### config.mk
export PLATFORM = sky130hd
export DESIGN_NAME = ppc_top
export DESIGN_NICKNAME = d
export VERILOG_FILES = /design/src/core/ppc_pkg.sv /design/src/core/ppc_pin_edge.sv /design/src/core/ppc_top.sv
export SDC_FILE = /design/constraint.sdc
export NUM_CORES = 1
export LEC_CHECK = 0
export BUFFER_PORTS_ARGS = -buffer_cell sky130_fd_sc_hd__buf_4
export CAP_MARGIN = 10
export CORE_UTILIZATION = 54
export CTS_CLUSTER_SIZE = 12
export DETAILED_ROUTE_END_ITERATION = 7
export GPL_ROUTABILITY_DRIVEN = 0
export PLACE_DENSITY_LB_ADDON = 0.2
export SYNTH_ARGS = -nofsm -noshare
export SYNTH_HDL_FRONTEND = slang
export SYNTH_HIERARCHICAL = 1
export SYNTH_SLANG_ARGS = --single-unit
### constraint.sdc
create_clock -name hclk -period 3.85 [get_ports hclk]
set_input_delay 0.1925 -clock hclk [delete_from_list [all_inputs] [get_ports hclk]]
set_output_delay 0.1925 -clock hclk [all_outputs]
set_load 0.05 [all_outputs]
### src/core/ppc_pkg.sv
// Constants, field layouts and carrier types of the pin-change interrupt block
// ----------------------------------------------------------------------------
// Contract
// (RL1) Rising enable: rising edge sets pin and summary flags
// (RL2) Falling enable: falling edge sets pin and summary flags
// (RL3) Both enables clear: pin flag never set
// (RL4) Flag bit rises only from enabled edge
// (RL5) Software clears flag by writing zero
// (RL6) Hardware set independent of other bit writes
// (RL7) Eight-bit registers, all reset to zero
// (RL8) Master enable off: flags still set, no request; irq still rises from irq_stat wherever irq_mask is set
// (RL9) Summary flag is OR of pin flags
// (RL10) Edge during flag write leaves flag set
// (RL11) Edge wakes device when master enable set
// (RL12) Synchronise pins, compare current and previous samples
// ----------------------------------------------------------------------------
package ppc_pkg;

    // ------------------------------------------------------------------------
    // Sizes
    // ------------------------------------------------------------------------
    localparam int PINS = 8;
    localparam int DEC_W = 8;
    localparam int STAT_W = 2;

    // ------------------------------------------------------------------------
    // Register byte offsets
    // ------------------------------------------------------------------------
    localparam logic [7:0] OFF_RISE_EN = 8'h00;
    localparam logic [7:0] OFF_FALL_EN = 8'h04;
    localparam logic [7:0] OFF_FLAG = 8'h08;
    localparam logic [7:0] OFF_CTRL = 8'h0c;
    localparam logic [7:0] OFF_IRQ_STAT = 8'h10;
    localparam logic [7:0] OFF_IRQ_MASK = 8'h14;
    localparam logic [7:0] OFF_PIN_LEVEL = 8'h18;

    // ------------------------------------------------------------------------
    // Field positions
    // ------------------------------------------------------------------------
    localparam int CTRL_MASTER_EN_BIT = 0;
    localparam int CTRL_SUMMARY_BIT = 1;
    localparam int STAT_EDGE_BIT = 0;
    localparam int STAT_COLLIDE_BIT = 1;

    // ------------------------------------------------------------------------
    // Reset values and counts
    // ------------------------------------------------------------------------
    localparam logic [7:0] RST_BYTE = 8'h00;
    localparam logic [1:0] RST_STAT = 2'h0;
    localparam logic [31:0] RST_WORD = 32'h0000_0000;
    localparam logic [1:0] WARM_CYCLES = 2'h3;

    // ------------------------------------------------------------------------
    // Bus encodings
    // ------------------------------------------------------------------------
    localparam logic [1:0] HTRANS_NONSEQ = 2'h2;
    localparam logic HRESP_OKAY = 1'b0;

    typedef enum logic [1:0] {
        PPC_BUS_IDLE,
        PPC_BUS_WRITE,
        PPC_BUS_RD_WAIT,
        PPC_BUS_RD_DONE
    } ppc_bus_e;

    // Captured address phase
    typedef struct packed {
        logic [7:0] addr;
        logic write;
    } ppc_addr_s;

    // Per-pin edge pulses
    typedef struct packed {
        logic [7:0] rise;
        logic [7:0] fall;
    } ppc_edge_s;

endpackage : ppc_pkg

### src/core/ppc_pin_edge.sv
// One pin: two-stage synchroniser and edge detector
`timescale 1ns/1ps
module ppc_pin_edge (
    input wire logic hclk,
    input wire logic hresetn,
    input wire logic pin,
    input wire logic edge_ok,
    output logic level,
    output logic rise,
    output logic fall
);
    logic sync_a;
    logic sync_b;
    logic prev;

    // (RL12) sync then compare
    always_ff @(posedge hclk or negedge hresetn) begin
        if (!hresetn) begin
            sync_a <= 1'b0;
            sync_b <= 1'b0;
            prev <= 1'b0;
        end else begin
            sync_a <= pin;
            sync_b <= sync_a;
            prev <= sync_b;
        end
    end

    // Gated until the pipe holds real samples, so no false edge at reset release
    assign level = sync_b;
    assign rise = edge_ok & sync_b & ~prev;
    assign fall = edge_ok & ~sync_b & prev;

endmodule : ppc_pin_edge

### src/core/ppc_top.sv
// Pin-change interrupt block: edge detect, flags, AHB-Lite register slave
`timescale 1ns/1ps
module ppc_top (
    input wire logic hclk,
    input wire logic hresetn,
    input wire logic hsel,
    input wire logic [31:0] haddr,
    input wire logic [1:0] htrans,
    input wire logic hwrite,
    input wire logic [2:0] hsize,
    input wire logic [31:0] hwdata,
    input wire logic hready,
    output logic hreadyout,
    output logic [31:0] hrdata,
    output logic hresp,
    input wire logic [7:0] port_pin_n,
    output logic change_irq_req,
    output logic wake_req,
    output logic irq
);
    // ------------------------------------------------------------------------
    // Declarations
    // ------------------------------------------------------------------------
    logic [7:0] rising_edge_enable_reg;
    logic [7:0] falling_edge_enable_reg;
    logic [7:0] pin_change_flag_reg;
    logic [7:0] next_flag;
    logic [7:0] set_vec;
    logic [7:0] pin_level;
    logic change_irq_master_enable;
    logic change_irq_summary_flag;
    logic [1:0] irq_stat;
    logic [1:0] irq_mask;
    logic [1:0] next_stat;
    logic [1:0] stat_evt;
    logic [1:0] warm;
    logic edge_ok;
    ppc_pkg::ppc_edge_s edges;
    ppc_pkg::ppc_addr_s aph;
    ppc_pkg::ppc_bus_e bus_st;
    ppc_pkg::ppc_bus_e next_bus_st;
    logic take;
    logic wr_now;
    logic rd_now;
    logic wr_flag;
    logic rd_stat;
    logic [31:0] rd_mux;

    // ------------------------------------------------------------------------
    // Edge detection
    // ------------------------------------------------------------------------
    always_ff @(posedge hclk or negedge hresetn) begin
        if (!hresetn) begin
            warm <= 2'h0;
        end else if (warm != ppc_pkg::WARM_CYCLES) begin
            warm <= warm + 2'h1;
        end
    end

    assign edge_ok = (warm == ppc_pkg::WARM_CYCLES);

    for (genvar i = 0; i < ppc_pkg::PINS; i++) begin : g_pin
        ppc_pin_edge u_edge (
            .hclk(hclk),
            .hresetn(hresetn),
            .pin(port_pin_n[i]),
            .edge_ok(edge_ok),
            .level(pin_level[i]),
            .rise(edges.rise[i]),
            .fall(edges.fall[i])
        );
    end

    // (RL1) (RL2) (RL3) enabled edges only
    assign set_vec = (edges.rise & rising_edge_enable_reg) | (edges.fall & falling_edge_enable_reg);

    // ------------------------------------------------------------------------
    // Bus slave
    // ------------------------------------------------------------------------
    assign take = hsel & (htrans == ppc_pkg::HTRANS_NONSEQ) & hready;
    assign wr_now = (bus_st == ppc_pkg::PPC_BUS_WRITE);
    assign rd_now = (bus_st == ppc_pkg::PPC_BUS_RD_WAIT);
    assign wr_flag = wr_now & (aph.addr == ppc_pkg::OFF_FLAG);
    assign rd_stat = rd_now & (aph.addr == ppc_pkg::OFF_IRQ_STAT);

    always_comb begin
        next_bus_st = bus_st;
        case (bus_st)
            ppc_pkg::PPC_BUS_RD_WAIT: begin
                next_bus_st = ppc_pkg::PPC_BUS_RD_DONE;
            end
            ppc_pkg::PPC_BUS_IDLE, ppc_pkg::PPC_BUS_WRITE, ppc_pkg::PPC_BUS_RD_DONE: begin
                if (take) begin
                    next_bus_st = hwrite ? ppc_pkg::PPC_BUS_WRITE : ppc_pkg::PPC_BUS_RD_WAIT;
                end else begin
                    next_bus_st = ppc_pkg::PPC_BUS_IDLE;
                end
            end
            default: begin
                next_bus_st = ppc_pkg::PPC_BUS_IDLE;
            end
        endcase
    end

    always_ff @(posedge hclk or negedge hresetn) begin
        if (!hresetn) begin
            bus_st <= ppc_pkg::PPC_BUS_IDLE;
            aph <= '0;
        end else begin
            bus_st <= next_bus_st;
            if (take) begin
                aph.addr <= haddr[ppc_pkg::DEC_W-1:0];
                aph.write <= hwrite;
            end
        end
    end

    // Reads take one wait state so a write just before is already visible
    assign hreadyout = (bus_st != ppc_pkg::PPC_BUS_RD_WAIT);
    assign hresp = ppc_pkg::HRESP_OKAY;

    always_comb begin
        rd_mux = ppc_pkg::RST_WORD;
        case (aph.addr)
            ppc_pkg::OFF_RISE_EN: rd_mux[7:0] = rising_edge_enable_reg;
            ppc_pkg::OFF_FALL_EN: rd_mux[7:0] = falling_edge_enable_reg;
            ppc_pkg::OFF_FLAG: rd_mux[7:0] = pin_change_flag_reg;
            ppc_pkg::OFF_CTRL: begin
                rd_mux[ppc_pkg::CTRL_MASTER_EN_BIT] = change_irq_master_enable;
                rd_mux[ppc_pkg::CTRL_SUMMARY_BIT] = change_irq_summary_flag;
            end
            ppc_pkg::OFF_IRQ_STAT: rd_mux[1:0] = irq_stat;
            ppc_pkg::OFF_IRQ_MASK: rd_mux[1:0] = irq_mask;
            ppc_pkg::OFF_PIN_LEVEL: rd_mux[7:0] = pin_level;
            default: rd_mux = ppc_pkg::RST_WORD;
        endcase
    end

    always_ff @(posedge hclk or negedge hresetn) begin
        if (!hresetn) begin
            hrdata <= ppc_pkg::RST_WORD;
        end else if (rd_now) begin
            hrdata <= rd_mux;
        end
    end

    // ------------------------------------------------------------------------
    // Configuration registers
    // ------------------------------------------------------------------------
    // (RL7) all clear on any reset
    always_ff @(posedge hclk or negedge hresetn) begin
        if (!hresetn) begin
            rising_edge_enable_reg <= ppc_pkg::RST_BYTE;
            falling_edge_enable_reg <= ppc_pkg::RST_BYTE;
            change_irq_master_enable <= 1'b0;
            irq_mask <= ppc_pkg::RST_STAT;
        end else if (wr_now) begin
            case (aph.addr)
                ppc_pkg::OFF_RISE_EN: rising_edge_enable_reg <= hwdata[7:0];
                ppc_pkg::OFF_FALL_EN: falling_edge_enable_reg <= hwdata[7:0];
                ppc_pkg::OFF_CTRL: change_irq_master_enable <= hwdata[ppc_pkg::CTRL_MASTER_EN_BIT];
                ppc_pkg::OFF_IRQ_MASK: irq_mask <= hwdata[1:0];
                default: ;
            endcase
        end
    end

    // ------------------------------------------------------------------------
    // Change flags
    // ------------------------------------------------------------------------
    // (RL5) (RL4) writes only clear; ones written leave a bit as it was
    // (RL6) (RL10) a hardware set wins over a clear in the same cycle
    always_comb begin
        next_flag = pin_change_flag_reg;
        if (wr_flag) begin
            next_flag = pin_change_flag_reg & hwdata[7:0];
        end
        next_flag = next_flag | set_vec;
    end

    // (RL7) flags clear on any reset
    always_ff @(posedge hclk or negedge hresetn) begin
        if (!hresetn) begin
            pin_change_flag_reg <= ppc_pkg::RST_BYTE;
        end else begin
            pin_change_flag_reg <= next_flag;
        end
    end

    // (RL9) (RL8) summary follows flags, request gated by enable
    always_ff @(posedge hclk or negedge hresetn) begin
        if (!hresetn) begin
            change_irq_summary_flag <= 1'b0;
            change_irq_req <= 1'b0;
        end else begin
            change_irq_summary_flag <= |next_flag;
            change_irq_req <= change_irq_master_enable & (|next_flag);
        end
    end

    // (RL11) wake request tracks the gated request; flags already updated
    assign wake_req = change_irq_req;

    // ------------------------------------------------------------------------
    // Interrupt status
    // ------------------------------------------------------------------------
    assign stat_evt[ppc_pkg::STAT_EDGE_BIT] = |set_vec;
    assign stat_evt[ppc_pkg::STAT_COLLIDE_BIT] = wr_flag & (|(set_vec & ~hwdata[7:0]));

    // Read clears, a new event in the same cycle survives
    always_comb begin
        next_stat = rd_stat ? ppc_pkg::RST_STAT : irq_stat;
        next_stat = next_stat | stat_evt;
    end

    always_ff @(posedge hclk or negedge hresetn) begin
        if (!hresetn) begin
            irq_stat <= ppc_pkg::RST_STAT;
        end else begin
            irq_stat <= next_stat;
        end
    end

    assign irq = |(irq_stat & irq_mask);
endmodule : ppc_top

==> reports/results.ini <==
[clock_tree]
cts_setup_buffers=0
htree_levels=3
clock_path_buffers=2
worstSkewPairLatency_ps=340
cts_buffers=9
path_clk_slew_ps=70
cts_tree=yes
cts_root_buf=clkbuf_8
cts_sinks=75

[setup_path]
cp_max_fo=12
r2r-end=hrdata[5]
endpoint_kind=register
cp_data_arrival_time_ps=2940
startpoint_type=register
worst-r2r-setup-slack_ps=1190
worstPathRequired_ps=4130
reg2reg_from=aph[3]
critical_path_class=reg -> reg
r2r_cells=5

[floorplan]
rows=28
die_y_um=81.1
die-area_um2=6580
initial_core_util_pct=56.4
core_area_um2=5990
die_w_um=81.1
pin_count=119

[global_routing]
grt_pass1_wl_mm=11.0
track_usage_pct=23.3
grt_max_degree=76
antenna_found_initial=0
grt_pass1_vias=2195
grt-ovfl-total=0

[detailed_routing]
drcViolationCount=0
wl_mm=6.73
num_vias=2275
via_per_inst=5.80
drt_iter0_drc=230
wl_per_cell_um=17.2
drtPass1Iterations=4
route.antenna.remaining_nets=0

[synth]
synthArstFlopShare_pct=100
ys_warn_count=6
yosysSeqAreaShare_pct=55.5
syn_area_um2=3380
synth_top_area_share_pct=55.5
ys.flop_type=dfrtp_1
synth.avg_cell_area_um2=12.9
synth_edf_count=0
syn_inst=262
synth_largest_area_cell=dfrtp_1
yosysMostFrequentCell=dfrtp_1
synth_cell_types=48
synth.area.top_cells=dfrtp_1, mux2_2, buf_4
synth_common_cells=dfrtp_1, mux2_2, nand2_1, buf_4, and3b_1
ys_ff_latch=75

[cells_and_area]
n_fill_cell=477
nNetsFinal=397
final_core_util_pct=64.9
area_growth_pct=15.0
n_antenna_cell=0
layout-drive-gt1-share_pct=29.0
fin_cells=392

[run_status]
failed_checks=negative hold slack
status=finished with violations

[worst_hold_path]
hp-class=in -> async

[sta]
fin_ws_ps=1190
hold-worst-slack_ps=-14.6
hold_violations=15
rsz0062_at_grt=no
skew_ps=9.53
min_period_over_period_pct=69.0
max_freq_mhz=376
max-slew-margin-rel_pct=31.3
setup_tns_ps=0
maxSlewViolCount=0
setup_viol=0
worstMarginPinSlew_ps=1020
finalCriticalPeriod_ps=2660

[placed_design]
dp_hpwl_mm=4.64
placedCellCount=370
pre_cts_ws_ps=1230
portBuffers=42

[pwr]
power_density_nw_per_um2=497
p_leak_nw=1.79
peakVddDrop_mv=0.272

[flow_run]
max-cap-violations=0

## area by class of cell
type                       count  area, um^2  share of cell area (%)
sequential                    75        1880                    48.3
multi-input combinational    175        1330                    34.1
timing repair buffer          50         395                    10.2
clock buffer                  12         145                    3.73
tap                           75        93.8                    2.41
clock inverter                 2        37.5                   0.966
inverter                       3        11.3                   0.290
## metal layers
metal,vias up,share of wire [%],track usage [%]
met4,0,1.8,9.82
met3,11,5.9,6.63
li1,1031,-,-
met5,-,0,0
met1,1130,43,30.3
met2,103,49,36.6
## timing repair
item,in CTS,in global routing
gates resized for setup,0,0
hold buffers,8,0
endpoints found under the hold margin,8,0
## logic make-up after synthesis
family / synth area share (%)
AO/OA/AOI/OAI: 11.7
XOR/XNOR: 0.259
adder cells (fa/ha/maj): 0.370
buffers and inverters: 7.92
flip-flops: 55.5
multiplexers: 10.7
other: 0.111
AND/OR/NAND/NOR: 13.4
## through the flow
| step | area [um^2] | power (mW) |
|---|---|---|
| global placement | 3620 | 1.35 |
| CTS | 3890 | 1.95 |
| floorplan | 3470 | 1.29 |
| finish | 3890 | 1.93 |
| global route | 3890 | 2.03 |
| detailed placement | 3620 | 1.37 |
## worst max-delay path by stage
stage	from	end
floorplan	aph[5]	change_irq_req
global placement	aph[3]	hrdata[5]
detailed placement	aph[3]	hrdata[5]
CTS	aph[3]	hrdata[5]
global route	aph[3]	hrdata[5]
finish	aph[3]	hrdata[5]
## layout by cell type, fill, tap and decap left out, types with 8 or more instances in the layout
| cell | synthesis | final |
|---|---|---|
| dfrtp_1 | 75 | 75 |
| buf_4 | 26 | 42 |
| nand2_1 | 28 | 28 |
| mux2_2 | 28 | 28 |
| conb_1 | 1 | 25 |
| and3b_1 | 16 | 16 |
| a22oi_1 | 10 | 10 |
| clkbuf_8 | 2 | 10 |
| a22o_1 | 9 | 9 |
| dlygate4sd3_1 | 0 | 8 |
## worst max-delay path, stage by stage (launching register included)
cell	delay (ps)
dfrtp_1	540
or4b_4	720
nor3_1	820
a222oi_1	210
nand2_1	180
a22o_1	130
## power breakdown
part	internal [mW]	leakage [nW]	switching, mW
clock	0.311	0.0885	0.262
combinational	0.150	0.825	0.233
sequential	0.887	0.876	0.0877
No activity file was read; power rests on OpenSTA's default activity.
